<file path="src/lpwr_pkg.sv">
package lpwr_pkg;
	// apb register map (byte addresses)
	localparam logic [7:0] LPWR_CTRL_ADDR    = 8'h00;
	localparam logic [7:0] LPWR_STATUS_ADDR  = 8'h04;
	localparam logic [7:0] LPWR_DELAY_ADDR   = 8'h08;
	// control register fields
	localparam int CTRL_CONV_POWER_BIT  = 0;
	localparam int CTRL_SERIAL_ON_BIT   = 1;
	localparam int CTRL_TX_ON_BIT       = 2;
	localparam int CTRL_RX_ON_BIT       = 3;
	localparam int CTRL_WDOG_OFF_BIT    = 4;
	localparam int CTRL_WAKE_DELAY_BIT  = 5;
	localparam int CTRL_WIDTH           = 6;
	localparam logic [CTRL_WIDTH-1:0] CTRL_RESET = 6'h20;
	// default stabilisation length in oscillator cycles
	localparam int OSC_DELAY_CYCLES     = 4064;
	localparam int DELAY_WIDTH          = 16;

	typedef enum logic [2:0] {
		ST_RUN,
		ST_WAIT,
		ST_STOP,
		ST_STAB,
		ST_POR
	} lpwr_state_t;

	// peripheral clock and power enables
	typedef struct packed {
		logic conv_power;
		logic serial_periph_on;
		logic tx_on;
		logic rx_on;
		logic timer_run;
	} lpwr_periph_t;

	// wake request to cpu
	typedef struct packed {
		logic resume;
		logic service_nmi;
		logic skip_nmi;
	} lpwr_wake_t;
endpackage

</file>
<file path="src/lpwr_ctrl.sv">
// Behaviour
// - sleep_opcode stacks registers, halts cpu until a qualified interrupt arrives
// - wait ends on maskable pin, ext_nmi_pin while nmi mask is 0, or any peripheral interrupt
// - oscillator keeps running throughout wait
// - wait repeats bus reads at the stacked flags_word address
// - timer stops in wait only if mask bit and watchdog_off both 1
// - converter current removed when converter_power written 0; wait leaves it
// - serial_periph_on, tx_on, rx_on gate their units, also during wait
// - stop entered only when halt-permit bit is 0, else a no-op
// - stop halts every clock including the oscillator
// - cpu state and pins held in stop; interrupt wake resumes seamlessly
// - reset leaving stop runs a normal reset sequence
// - maskable pin wakes stop only when its mask bit is clear
// - nmi wake with nmi mask 0 starts stacking and normal service
// - nmi wake with nmi mask 1 continues after stop, nothing pending
// - stabilisation delay after stop, skipped when osc_wake_delay is 0
// - reset sets osc_wake_delay to one; software may clear it
// - power-on reset always delays; warm reset while clocks run does not
// - nmi service sets both nmi and maskable mask bits after stacking
`timescale 1ns/1ps
module lpwr_ctrl
	import lpwr_pkg::*;
#(
	parameter int unsigned STAB_CYCLES = OSC_DELAY_CYCLES,
	parameter int unsigned ADDR_W      = 16
) (
	// clock and reset
	input  wire logic                 core_clk_i,
	input  wire logic                 sys_rst_i,
	input  wire logic                 clk_en_i,
	input  wire logic                 por_i,
	// apb slave
	input  wire logic                 psel_i,
	input  wire logic                 penable_i,
	input  wire logic                 pwrite_i,
	input  wire logic [7:0]           paddr_i,
	input  wire logic [31:0]          pwdata_i,
	output logic      [31:0]          prdata_o,
	output logic                      pready_o,
	output logic                      pslverr_o,
	// cpu core
	input  wire logic                 sleep_opcode_i,
	input  wire logic                 stop_opcode_i,
	input  wire logic                 stack_done_i,
	input  wire logic [ADDR_W-1:0]    flags_addr_i,
	input  wire logic                 halt_permit_i,
	input  wire logic                 irq_mask_i,
	input  wire logic                 nmi_mask_i,
	input  wire logic                 periph_irq_i,
	input  wire logic                 nmi_serviced_i,
	output logic                      cpu_halt_o,
	output logic                      stack_req_o,
	output logic                      set_masks_o,
	output lpwr_wake_t                wake_o,
	output logic                      bus_rd_o,
	output logic      [ADDR_W-1:0]    bus_addr_o,
	// pins (both interrupt pins active-low levels, irq_edge_pend_i active-high)
	input  wire logic                 irq_pin_n_i,
	input  wire logic                 ext_nmi_pin_n_i,
	input  wire logic                 irq_edge_pend_i,
	// clocks, warm reset and peripheral enables
	output logic                      osc_run_o,
	output logic                      clk_gate_o,
	output logic                      warm_reset_o,
	output lpwr_periph_t              periph_o
);
	// the delay counter and the address path have fixed widths
	initial begin
		if (STAB_CYCLES < 1 || STAB_CYCLES >= (1 << DELAY_WIDTH))
			$error("STAB_CYCLES out of range");
		if (ADDR_W < 1 || ADDR_W > 32)
			$error("ADDR_W out of range");
	end

	localparam logic [DELAY_WIDTH-1:0] STAB_LAST = DELAY_WIDTH'(STAB_CYCLES - 1);
	localparam int                     N_PINS    = 3;
	// idle levels: both interrupt pins high, edge latch clear, so reset shows no wake
	localparam logic [N_PINS-1:0]      PIN_IDLE  = 3'h3;

	// pin synchronisers: stage one only feeds stage two
	wire [N_PINS-1:0] pin_raw;
	wire [N_PINS-1:0] pin_sync;
	assign pin_raw = {irq_edge_pend_i, ext_nmi_pin_n_i, irq_pin_n_i};
	for (genvar g = 0; g < N_PINS; g++) begin : g_sync
		// one pair of flops per pin
		logic s1_q;
		logic s2_q;
		always_ff @(posedge core_clk_i or posedge sys_rst_i) begin
			if (sys_rst_i) begin
				s1_q <= PIN_IDLE[g];
				s2_q <= PIN_IDLE[g];
			end else if (clk_en_i) begin
				s1_q <= pin_raw[g];
				s2_q <= s1_q;
			end
		end
		assign pin_sync[g] = s2_q;
	end

	wire irq_low  = ~pin_sync[0];
	wire nmi_low  = ~pin_sync[1];
	wire edge_pnd = pin_sync[2];

	// state and control registers
	logic [CTRL_WIDTH-1:0]  ctrl_q;
	logic [DELAY_WIDTH-1:0] delay_cnt_q;
	logic [DELAY_WIDTH-1:0] delay_cnt_d;
	lpwr_state_t            state_q;
	lpwr_state_t            state_d;
	logic                   por_seen_q;
	logic                   nmi_kind_q;
	logic                   nmi_kind_d;

	// apb decode; the slave always answers one cycle after setup
	wire apb_access = psel_i & penable_i;
	wire setup_ph   = psel_i & ~penable_i;
	wire wr_ctrl    = apb_access & pwrite_i & (paddr_i == LPWR_CTRL_ADDR);
	wire rd_hit     = (paddr_i == LPWR_CTRL_ADDR) | (paddr_i == LPWR_STATUS_ADDR)
	                | (paddr_i == LPWR_DELAY_ADDR);
	wire [31:0] rd_mux =
		(paddr_i == LPWR_CTRL_ADDR)   ? {26'h0, ctrl_q} :
		(paddr_i == LPWR_STATUS_ADDR) ? {29'h0, state_q} :
		(paddr_i == LPWR_DELAY_ADDR)  ? {16'h0, delay_cnt_q} : 32'h0;
	wire [31:0] prdata_d  = (setup_ph & ~pwrite_i) ? rd_mux : 32'h0;
	wire        pslverr_d = setup_ph & ~rd_hit;

	// reset leaves osc_wake_delay at one
	always_ff @(posedge core_clk_i or posedge sys_rst_i) begin
		if (sys_rst_i) begin
			ctrl_q <= CTRL_RESET;
		end else if (clk_en_i && wr_ctrl) begin
			ctrl_q <= pwdata_i[CTRL_WIDTH-1:0];
		end
	end

	// apb answer registers: pready, pslverr and prdata stand for one cycle
	always_ff @(posedge core_clk_i or posedge sys_rst_i) begin
		if (sys_rst_i) begin
			pready_o <= 1'b0;
		end else if (clk_en_i) begin
			pready_o <= setup_ph;
		end
	end

	always_ff @(posedge core_clk_i or posedge sys_rst_i) begin
		if (sys_rst_i) begin
			pslverr_o <= 1'b0;
		end else if (clk_en_i) begin
			pslverr_o <= pslverr_d;
		end
	end

	always_ff @(posedge core_clk_i or posedge sys_rst_i) begin
		if (sys_rst_i) begin
			prdata_o <= 32'h0;
		end else if (clk_en_i) begin
			prdata_o <= prdata_d;
		end
	end

	// wake qualification
	wire wait_wake = irq_low & ~irq_mask_i | nmi_low & ~nmi_mask_i | periph_irq_i;
	wire irq_wake  = (irq_low | edge_pnd) & ~irq_mask_i;
	// the non-maskable pin wakes stop whatever its mask; the mask only picks the path
	wire stop_wake = irq_wake | nmi_low;
	wire stop_ok   = stop_opcode_i & ~halt_permit_i;
	// counter runs 0 to STAB_LAST, so the delay lasts STAB_CYCLES cycles
	wire stab_done = delay_cnt_q == STAB_LAST;

	always_comb begin
		state_d = state_q;
		unique case (state_q)
			ST_POR:  if (stab_done) state_d = ST_RUN;
			ST_RUN: begin
				if (sleep_opcode_i)
					state_d = ST_WAIT;
				else if (stop_ok)
					state_d = ST_STOP;
			end
			ST_WAIT: if (wait_wake) state_d = ST_RUN;
			ST_STOP: begin
				if (stop_wake)
					state_d = ctrl_q[CTRL_WAKE_DELAY_BIT] ? ST_STAB : ST_RUN;
			end
			ST_STAB: if (stab_done) state_d = ST_RUN;
			default: state_d = ST_RUN;
		endcase
	end

	// por strap caught after release; warm resets skip the delay
	wire por_entry = ~por_seen_q & por_i;
	wire in_delay  = (state_q == ST_STAB) | (state_q == ST_POR);
	assign delay_cnt_d = (in_delay && !stab_done) ? delay_cnt_q + 1'b1 : '0;
	// wake source kept across the delay so the nmi path is still chosen right
	assign nmi_kind_d  = (state_q == ST_STOP && stop_wake) ? nmi_low & ~irq_wake : nmi_kind_q;

	// state registers
	always_ff @(posedge core_clk_i or posedge sys_rst_i) begin
		if (sys_rst_i) begin
			state_q <= ST_RUN;
		end else if (clk_en_i) begin
			state_q <= por_entry ? ST_POR : state_d;
		end
	end

	always_ff @(posedge core_clk_i or posedge sys_rst_i) begin
		if (sys_rst_i) begin
			por_seen_q <= 1'b0;
		end else if (clk_en_i) begin
			por_seen_q <= 1'b1;
		end
	end

	always_ff @(posedge core_clk_i or posedge sys_rst_i) begin
		if (sys_rst_i) begin
			delay_cnt_q <= '0;
		end else if (clk_en_i) begin
			delay_cnt_q <= delay_cnt_d;
		end
	end

	always_ff @(posedge core_clk_i or posedge sys_rst_i) begin
		if (sys_rst_i) begin
			nmi_kind_q <= 1'b0;
		end else if (clk_en_i) begin
			nmi_kind_q <= nmi_kind_d;
		end
	end

	// output next values; cpu frozen in wait, stop and delay, state held
	wire leave_stop = (state_q == ST_STAB && stab_done)
	                | (state_q == ST_STOP && stop_wake && !ctrl_q[CTRL_WAKE_DELAY_BIT]);
	wire nmi_from_stop = leave_stop & (nmi_kind_q | (state_q == ST_STOP & nmi_low & ~irq_wake));
	// the watchdog needs the timer, so in wait it only stops once the watchdog is off
	wire timer_hold = state_d == ST_WAIT && irq_mask_i && ctrl_q[CTRL_WDOG_OFF_BIT];
	wire cpu_halt_d   = state_d != ST_RUN;
	wire stack_req_d  = (state_q == ST_RUN & sleep_opcode_i)
	                  | (nmi_from_stop & ~nmi_mask_i);
	wire set_masks_d  = nmi_serviced_i & stack_done_i;
	wire bus_rd_d     = state_d == ST_WAIT;
	wire osc_run_d    = state_d != ST_STOP;
	wire clk_gate_d   = state_d != ST_STOP & state_d != ST_STAB;
	// bus reset sequence runs while sys_rst_i is held and through the por delay (state ST_POR)
	wire warm_reset_d = state_q == ST_POR;
	lpwr_wake_t   wake_d;
	lpwr_periph_t periph_d;
	assign wake_d.resume      = (state_q == ST_WAIT & wait_wake) | leave_stop;
	assign wake_d.service_nmi = nmi_from_stop & ~nmi_mask_i;
	assign wake_d.skip_nmi    = nmi_from_stop & nmi_mask_i;
	assign periph_d.conv_power       = ctrl_q[CTRL_CONV_POWER_BIT];
	assign periph_d.serial_periph_on = ctrl_q[CTRL_SERIAL_ON_BIT];
	assign periph_d.tx_on            = ctrl_q[CTRL_TX_ON_BIT];
	assign periph_d.rx_on            = ctrl_q[CTRL_RX_ON_BIT];
	assign periph_d.timer_run        = !timer_hold && state_d != ST_STOP;

	// outputs, all registered: nothing combinational leaves the block
	always_ff @(posedge core_clk_i or posedge sys_rst_i) begin
		if (sys_rst_i) begin
			cpu_halt_o <= 1'b0;
		end else if (clk_en_i) begin
			cpu_halt_o <= cpu_halt_d;
		end
	end

	always_ff @(posedge core_clk_i or posedge sys_rst_i) begin
		if (sys_rst_i) begin
			stack_req_o <= 1'b0;
		end else if (clk_en_i) begin
			stack_req_o <= stack_req_d;
		end
	end

	always_ff @(posedge core_clk_i or posedge sys_rst_i) begin
		if (sys_rst_i) begin
			set_masks_o <= 1'b0;
		end else if (clk_en_i) begin
			set_masks_o <= set_masks_d;
		end
	end

	always_ff @(posedge core_clk_i or posedge sys_rst_i) begin
		if (sys_rst_i) begin
			wake_o <= '0;
		end else if (clk_en_i) begin
			wake_o <= wake_d;
		end
	end

	always_ff @(posedge core_clk_i or posedge sys_rst_i) begin
		if (sys_rst_i) begin
			bus_rd_o <= 1'b0;
		end else if (clk_en_i) begin
			bus_rd_o <= bus_rd_d;
		end
	end

	always_ff @(posedge core_clk_i or posedge sys_rst_i) begin
		if (sys_rst_i) begin
			bus_addr_o <= '0;
		end else if (clk_en_i) begin
			bus_addr_o <= flags_addr_i;
		end
	end

	always_ff @(posedge core_clk_i or posedge sys_rst_i) begin
		if (sys_rst_i) begin
			osc_run_o <= 1'b1;
		end else if (clk_en_i) begin
			osc_run_o <= osc_run_d;
		end
	end

	always_ff @(posedge core_clk_i or posedge sys_rst_i) begin
		if (sys_rst_i) begin
			clk_gate_o <= 1'b1;
		end else if (clk_en_i) begin
			clk_gate_o <= clk_gate_d;
		end
	end

	always_ff @(posedge core_clk_i or posedge sys_rst_i) begin
		if (sys_rst_i) begin
			warm_reset_o <= 1'b1;
		end else if (clk_en_i) begin
			warm_reset_o <= warm_reset_d;
		end
	end

	always_ff @(posedge core_clk_i or posedge sys_rst_i) begin
		if (sys_rst_i) begin
			periph_o <= '0;
		end else if (clk_en_i) begin
			periph_o <= periph_d;
		end
	end
endmodule

</file>
<file path="config.mk">
export PLATFORM = sky130hd
export DESIGN_NAME = lpwr_ctrl
export DESIGN_NICKNAME = d
export VERILOG_FILES = /design/src/lpwr_pkg.sv /design/src/lpwr_ctrl.sv
export SDC_FILE = /design/constraint.sdc
export NUM_CORES = 1
export LEC_CHECK = 0
export BUFFER_PORTS_ARGS = -buffer_cell sky130_fd_sc_hd__buf_2
export CAP_MARGIN = 10
export CORE_MARGIN = 8
export CORE_UTILIZATION = 45
export CTS_CLUSTER_SIZE = 14
export DETAILED_ROUTE_END_ITERATION = 16
export GPL_TIMING_DRIVEN = 0
export PLACE_DENSITY_LB_ADDON = 0.12
export SLEW_MARGIN = 20
export SYNTH_ARGS = -nofsm -noshare
export SYNTH_HDL_FRONTEND = slang
export SYNTH_SLANG_ARGS = --single-unit
</file>
<file path="constraint.sdc">
create_clock -name core_clk_i -period 2.5 [get_ports core_clk_i]
set_input_delay 0.375 -clock core_clk_i [delete_from_list [all_inputs] [get_ports core_clk_i]]
set_output_delay 0.375 -clock core_clk_i [all_outputs]
set_load 0.1 [all_outputs]
</file>
== Yosys cells after proc, flatten, opt, wreduce, memory -nomap -nowiden ==
Cells that the tools add are included.

* Latch bits: 0
* Bits in writable memories: 0
* Output and inout port bits: 65
* Word-level logic and storage cells: 112
* Bits in registers: 98
* Input bits: 74
* Memory bits (read-only): 0
* Memories kept: 0

* Bitwise logic cells: 42
* Mux-type cells: 13
* Reductions and logical operators: 16
* Div/mod/pow operators: 0
* Equal/unequal tests: 10
* Shift operators: 0
* Multiply operators: 0
* Add/sub/neg operators: 1
* $lt $le $gt $ge: 0

{| class="wikitable"
|+ Operators by type and width
! cell !! number
|-
| $mux 16 || 5
|-
| $and 1x1->1 || 21
|-
| $mux 3 || 6
|-
| $add 16x1->16 const B || 1
|-
| $eq 16x12->1 const B || 1
|-
| $pmux 3 s4 || 1
|-
| $or 1x1->1 || 11
|-
| $not 1->1 || 10
|-
| $eq 8x3->1 const B || 1
|-
| $eq 8x4->1 const B || 1
|-
| $logic_and 1x1->1 || 8
|-
| $logic_not 8->1 || 1
|-
| $eq 3x1->1 const B || 2
|-
| $eq 3x2->1 const B || 2
|-
| $ne 3x2->1 const B || 2
|-
| $eq 3x3->1 const B || 1
|-
| $logic_not 1->1 || 3
|-
| $logic_not 3->1 || 1
|-
| $reduce_bool 3->1 || 1
|-
| $mux 2 || 1
|-
| $reduce_and 2->1 || 1
|-
| $reduce_or 2->1 || 1
|}

== Logic depth before layout (Yosys ltp) ==
Gate-level depths: netlist (run 1).

* Depth in word-level cells: 11
* Gate-level depth with buffers: 7
* Mapped depth without buffers: 5

== Worst setup path before layout (run 1) ==
OpenSTA, ideal clock, no wires.

* Kind: register to register
* Start point: reg delay_cnt_q[5]
* End point: reg cpu_halt_o
* Path buffers: 1
* Library setup time: 144 ps
* Arrival: 1781 ps
* Stages on the path, launching flop included: 6
* Period minus slack after synthesis: 1925 ps
* Data required time: 2356 ps
* Slack: 575 ps
* Cells stage by stage: dfrtp_1 > or3_1 > or4_4 > buf_6 > a32oi_4 > a41oi_1

* Cells in the longest elaborated chain, start to end: 4

{| class="wikitable"
|+ RTL lines
! what !! RTL line !! text
|-
| start: declaration || lpwr_ctrl.sv:106 || <nowiki>logic [DELAY_WIDTH-1:0] delay_cnt_q;</nowiki>
|-
| start signal: assignment || lpwr_ctrl.sv:218 || <nowiki>delay_cnt_q <= delay_cnt_d;</nowiki>
|-
| $eq 16x12->1 || lpwr_ctrl.sv:168 || <nowiki>wire stab_done = delay_cnt_q == STAB_LAST;</nowiki>
|-
| $mux 3 || lpwr_ctrl.sv:173, lpwr_ctrl.sv:185 ||
|-
| $pmux 3 s4 || lpwr_ctrl.sv:172 || <nowiki>unique case (state_q)</nowiki>
|-
| $reduce_bool 3->1 || lpwr_ctrl.sv:236 || <nowiki>wire cpu_halt_d = state_d != ST_RUN;</nowiki>
|-
| end signal: assignment || lpwr_ctrl.sv:261 || <nowiki>cpu_halt_o <= cpu_halt_d;</nowiki>
|-
| end: declaration || lpwr_ctrl.sv:51 || <nowiki>output logic cpu_halt_o,</nowiki>
|}

No other way between the ends.
A chain may end at the register's enable or synchronous reset.

== Worst setup path in the final report (run 1) ==
* Start point: reg delay_cnt_q[0]
* End point: reg cpu_halt_o

Same word-level chain as after synthesis.

==> results.yml, run 1 <==
run_status:
  status: "completed"
timing:
  fmax_mhz: 468
  holdWs_ns: 0.0516
  worstMarginPinSlew_ns: 0.754
  setup_slack_ns: 0.364
  setup_viol: 0
  fin_crit_ns: 2.14
  skew_ns: 0.0123
  setup_tns_ns: 0
  relSlewSlack: 0.495
  hold_viol_final: 0
  rsz0062_at_grt: "false"
  drv_slew: 0
  fin_crit_sh: 0.854
final_layout:
  n_fill_cell: 744
  antenna_cells: 0
  nets: 522
  areaGrowthSynthToFinish_pct: 23.8
  final_cell_count_no_fill: 557
  drive_above_1_share: 0.412
  final_area_um2: 4710
die:
  die-width_um: 108
  start_util: 0.463
  fp-row-count: 33
  die_area_um2: 11600
  die_h_um: 108
  core_area_um2: 8220
  ioPinCount: 139
power:
  p_per_area_nw_per_um2: 714
  leakage_nw: 2.23
  ir_drop_uv: 404
synthesis:
  synthTopCellsByCount: "dfrtp_1 (74), mux2_2 (33), nor2_1 (22)"
  synth.distinct_cells: 53
  yosys-top-cells-area: "dfrtp_1 (49%), mux2_2 (9.8%), dfstp_2 (5.5%)"
  ys_warn_count: 0
  synth_area_per_cell_um2: 11.7
  yosysMostFrequentCell: "dfrtp_1"
  synth_area_um2: 3800
  synthCells: 325
  async_flop_share: 1.00
  synth_edf_count: 0
  yosys.area.top_type_share: 0.487
  ys_ff_latch: 82
  synth_flop_cell: "dfrtp_1"
  synth.largest_area_cell: "dfrtp_1"
  ys_seq_area_frac: 0.542
global_route:
  grt-ovfl-total: 0
  grt_start_max_net_pins: 46
  grt.total_usage: 0.168
  grt_pass1_wl_mm: 15.6
  grt_pass1_vias: 3160
  antenna_found_initial: 0
placed_design:
  post_dp_cell_area_um2: 4500
  gp_congestion: 0.828
  pre_cts_ws_ns: 0.129
  io_buffer_count: 95
  hpwl_mm: 7.06
  dp_cells: 541
critical_path:
  critical_path_class: "flop to flop"
  cp.required_ns: 2.71
  cp-end-kind: "flop"
  critical_path.max_fanout: 7
  cp.arrival_ns: 2.34
  cp-start-kind: "flop"
job:
  drv_cap: 0
clock_network:
  clkLatencyLatePin_ns: 0.35
  cts_resized: 0
  cts_buffer_depth: 2
  cts_buffers: 9
  cts_htree_levels: 3
  cts_sinks: 82
  clk_pin_slew_ns: 0.09
  cts_tree: "done"
  holdBufCountCts: 0
  cts-root-buf: "clkbuf_8"
  postCtsSetupRepairBufs: 0
detailed_routing:
  viasPerCell: 5.22
  firstDrtPassIters: 4
  wl_per_cell_um: 16.8
  num_vias: 2907
  drt_wl_total_mm: 9.33
  drtIter0Drc: 78
  drtAntennaViolNets: 0
  drc: 0
min_path:
  hold_class: "input port to async pin"
## flip-flops by register name (all words and copies together) (netlist names), 2 cells and up
signal	flops
periph_o	5
bus_addr_o	16
prdata_o	16
g_sync.s2_q	2
delay_cnt_q	16
wake_o	3
g_sync.s1_q	3
state_q	3
ctrl_q	6
## path summary, 6_finish.rpt
kind,from,to,slack (ns),depth (start not counted)
hold reg to reg,por_seen_q,por_seen_q,0.48,1
max in group asynchronous,sys_rst_i,clk_gate_o,1.80,3
hold / removal,sys_rst_i,bus_addr_o[8],0.05,2
min in group core_clk_i,penable_i,pready_o,0.24,2
setup reg to reg,delay_cnt_q[0],cpu_halt_o,0.36,6
setup / recovery,delay_cnt_q[0],cpu_halt_o,0.36,6
## layout by cell type, fill, tap and decap left out, types with 3 or more instances in the layout
| cell | netlist | routed |
|---|---|---|
| buf_2 | 0 | 95 |
| dfrtp_1 | 74 | 74 |
| mux2_2 | 33 | 33 |
| nor2_1 | 22 | 22 |
| buf_4 | 16 | 16 |
| conb_1 | 1 | 16 |
| inv_1 | 16 | 15 |
| nand3_1 | 12 | 12 |
| a22o_1 | 12 | 12 |
| nand2_1 | 11 | 11 |
| clkbuf_1 | 10 | 10 |
| clkbuf_8 | 0 | 10 |
| a21oi_1 | 9 | 9 |
| nand4_1 | 8 | 8 |
| o21ai_0 | 8 | 8 |
| o2bb2ai_1 | 8 | 8 |
| dfstp_2 | 8 | 8 |
| xnor2_1 | 7 | 7 |
| a31oi_1 | 5 | 5 |
| or2_2 | 4 | 4 |
| or3_1 | 4 | 4 |
| mux2i_1 | 4 | 4 |
| nor3_1 | 4 | 4 |
| a22oi_1 | 4 | 4 |
| nor4_1 | 3 | 3 |
| o32ai_1 | 3 | 3 |
## metrics by stage
stage | utilization | power, mW
2_1_floorplan | - | 2.20
3_3_place_gp | 0.543 | 2.36
3_5_place_dp | 0.547 | 2.38
4_1_cts | 0.573 | 3.40
5_1_grt | 0.573 | 3.50
6_report | 0.573 | 3.36
## where the power goes
part | internal, mW | leakage, nW | switching (mW)
Combinational | 0.189 | 1.07 | 0.684
Sequential | 1.42 | 1.05 | 0.0592
Clock | 0.501 | 0.109 | 0.509
Total | 2.11 | 2.23 | 1.25
## cell families (layout without fill, tap and decap cells)
family                     count (synthesis)  count (layout)  share of synthesized area
and+or+nand+nor                           85              85                      0.128
DFF                                       82              82                      0.542
AOI/OAI and AO/OA                         64              64                      0.131
buffers and inverters                     46             158                     0.0655
muxes                                     37              37                      0.108
xor gates and xnor gates                   9               9                     0.0207
adders and majority gates                  1               1                    0.00329
other                                      1              16                   0.000986
## layer usage
| metal | up-vias | GRT usage | wire length [µm] |
|---|---|---|---|
| met5 | - | 0 | 0 |
| met4 | 0 | 0.0654 | 159 |
| met3 | 13 | 0.0467 | 708 |
| met2 | 90 | 0.277 | 4530 |
| met1 | 1409 | 0.205 | 3930 |
| li1 | 1395 | - | - |
## area by class of cell
cell class / count / area [µm²] / share of cell area
buffer: 30 / 189 / 0.0401
clock buffer: 10 / 138 / 0.0292
clock inverter: 6 / 72.6 / 0.0154
inverter: 16 / 62.6 / 0.0133
multi-input combinational: 212 / 1550 / 0.329
sequential: 82 / 2060 / 0.438
tap: 105 / 131 / 0.0279
timing repair buffer: 96 / 503 / 0.107
## critical path: stages (launching register included)
cell	delay [ns]
dfrtp_1	0.41
ha_1	0.25
nand4_1	0.25
or4_4	0.55
buf_6	0.16
a32oi_4	0.24
a41oi_1	0.14
No activity file was read; power rests on OpenSTA's default activity.
==> inputs of run 2 (changes only) <==
GPL_TIMING_DRIVEN = unset   (was 0)
==> run 2 against run 1 <==
Final cell count shrank 4.1%. Utilization down 1.5 points. Final area fell by 2.6%. Fmax increased by 1.3%. Routed wire length is 7.1% lower. Setup slack better by 0.028 ns. Combinational power decreased by 3.9%. Worst hold slack better by 0.028 ns. Via count decreased by 3.2%. First-iteration DRC count increased by 41%. Critical path type unchanged. Largest cell class unchanged.
==> results.yml, run 2 (same netlist as run 1, synthesis figures left out) <==
placed_design:
  hpwl_mm: 6.67
  io_buffer_count: 96
  dp_cells: 518
  gp_congestion: 0.822
  pre_cts_ws_ns: 0.405
critical_path:
  r2r_cells: 5
  critPathTopFamily: "simple AND/OR/NAND/NOR gates"
  cp.arrival_ns: 2.33
  critical_path.max_fanout: 12
  cp.required_ns: 2.73
  cp-end-kind: "flop"
  cp.depth: 5
  critical_path_class: "flop to flop"
  worstPathCellList: "ha_1 > nand4_1 > or4_4 > a21oi_4 > nor2_1"
  r2r-start: "delay_cnt_q[1]"
  endpoint: "delay_cnt_q[7]"
  cp-start-kind: "flop"
  r2r-end: "delay_cnt_q[7]"
  cp-startpoint: "delay_cnt_q[1]"
  crit_slowest_cell: "or4_4"
  cp_slowest_stage_delay_ns: 0.63
  cp_num_buf_inv: 0
  rrSetupSlack_ns: 0.39
final_layout:
  antenna_cells: 0
  nets: 499
  final_cell_mix: "buf_2 (96), dfrtp_1 (74), mux2_2 (33)"
  drive_above_1_share: 0.406
  layout_commonest_cell: "buf_2"
  final_cell_count_no_fill: 534
  largestRegisters: "bus_addr_o: 16 flops, delay_cnt_q: 16 flops, prdata_o: 16 flops"
  fin_util: 0.558
  areaGrowthSynthToFinish_pct: 20.6
detailed_routing:
  drc: 0
  viasPerCell: 5.27
  drtAntennaViolNets: 0
  drtIter0Drc: 110
  drt_wl_total_mm: 8.67
  firstDrtPassIters: 4
  num_vias: 2814
  wl_per_cell_um: 16.2
job:
  drv_cap: 0
die:
  ioPinCount: 139
  fp-row-count: 33
  die-width_um: 108
  die_h_um: 108
  core_area_um2: 8220
  start_util: 0.463
  die_area_um2: 11600
timing:
  fin_crit_sh: 0.843
  relSlewSlack: 0.572
  setup_viol: 0
  drv_slew: 0
  skew_ns: 0.00570
  holdWs_ns: 0.0793
  rsz0062_at_grt: "false"
  setup_tns_ns: 0
  fmax_mhz: 474
  worstMarginPinSlew_ns: 0.642
  fin_crit_ns: 2.11
  setup_slack_ns: 0.392
  hold_viol_final: 0
power:
  p_per_area_nw_per_um2: 745
  ir_drop_uv: 430
  leakage_nw: 2.15
clock_network:
  clk_pin_slew_ns: 0.09
  cts_resized: 0
  postCtsSetupRepairBufs: 0
  holdBufCountCts: 0
  cts_tree: "done"
  cts_buffers: 9
  cts_htree_levels: 3
  cts-root-buf: "clkbuf_8"
  cts_sinks: 82
  clkLatencyLatePin_ns: 0.35
  cts_buffer_depth: 2
global_route:
  busiest_layer: "met2"
  grt-ovfl-total: 0
  met1_usage: 0.196
  grt_start_max_net_pins: 46
  antenna_found_initial: 0
  grt.total_usage: 0.161
  grt_pass1_wl_mm: 14.8
  gr-usage-met3: 0.0551
  met2_usage: 0.253
  grt_pass1_vias: 3048
min_path:
  hold_class: "input port to async pin"
run_status:
  status: "completed"
## run 2: final cells by class
type | count | area [µm²]
Clock buffer | 11 | 151
Clock inverter | 5 | 85.1
Fill cell | 746 | 3630
Inverter | 16 | 61.3
Multi-Input combinational cell | 212 | 1550
Sequential cell | 82 | 2060
Tap cell | 105 | 131
Timing Repair Buffer | 103 | 546
## run 2: report_power, final
group,total (mW),switching (mW),internal [mW]
Sequential,1.47,0.0562,1.42
Combinational,0.839,0.671,0.169
Clock,1.10,0.479,0.622
Total,3.41,1.21,2.21
## run 2: worst min path at each step
| stage | startpoint | to | slack [ns] |
|---|---|---|---|
| finish | sys_rst_i | bus_addr_o[14] | 0.08 |
| global route | sys_rst_i | bus_addr_o[12] | 0.13 |
| CTS | sys_rst_i | bus_addr_o[14] | 0.09 |
| detailed placement | por_seen_q | por_seen_q | 0.47 |
| global placement | por_seen_q | por_seen_q | 0.44 |
| floorplan | por_seen_q | por_seen_q | 0.43 |
## run 2: worst reg2reg max path, cell delays in order (launching register included)
cell and delay [ns]:
dfrtp_1 0.40, ha_1 0.25, nand4_1 0.25, or4_4 0.63
a21oi_4 0.36, nor2_1 0.10
## run 2: metrics by stage
step / instance area [µm²] / power [mW]
floorplan: 3860 / 2.20
global placement: 4350 / 2.34
detailed placement: 4350 / 2.35
CTS: 4580 / 3.47
global route: 4580 / 3.57
finish: 4580 / 3.41
## run 2: metal layers
layer	wire, µm	share of wire
met1	3680	0.43
met5	0	0
met3	688	0.079
met2	4150	0.48
met4	139	0.016
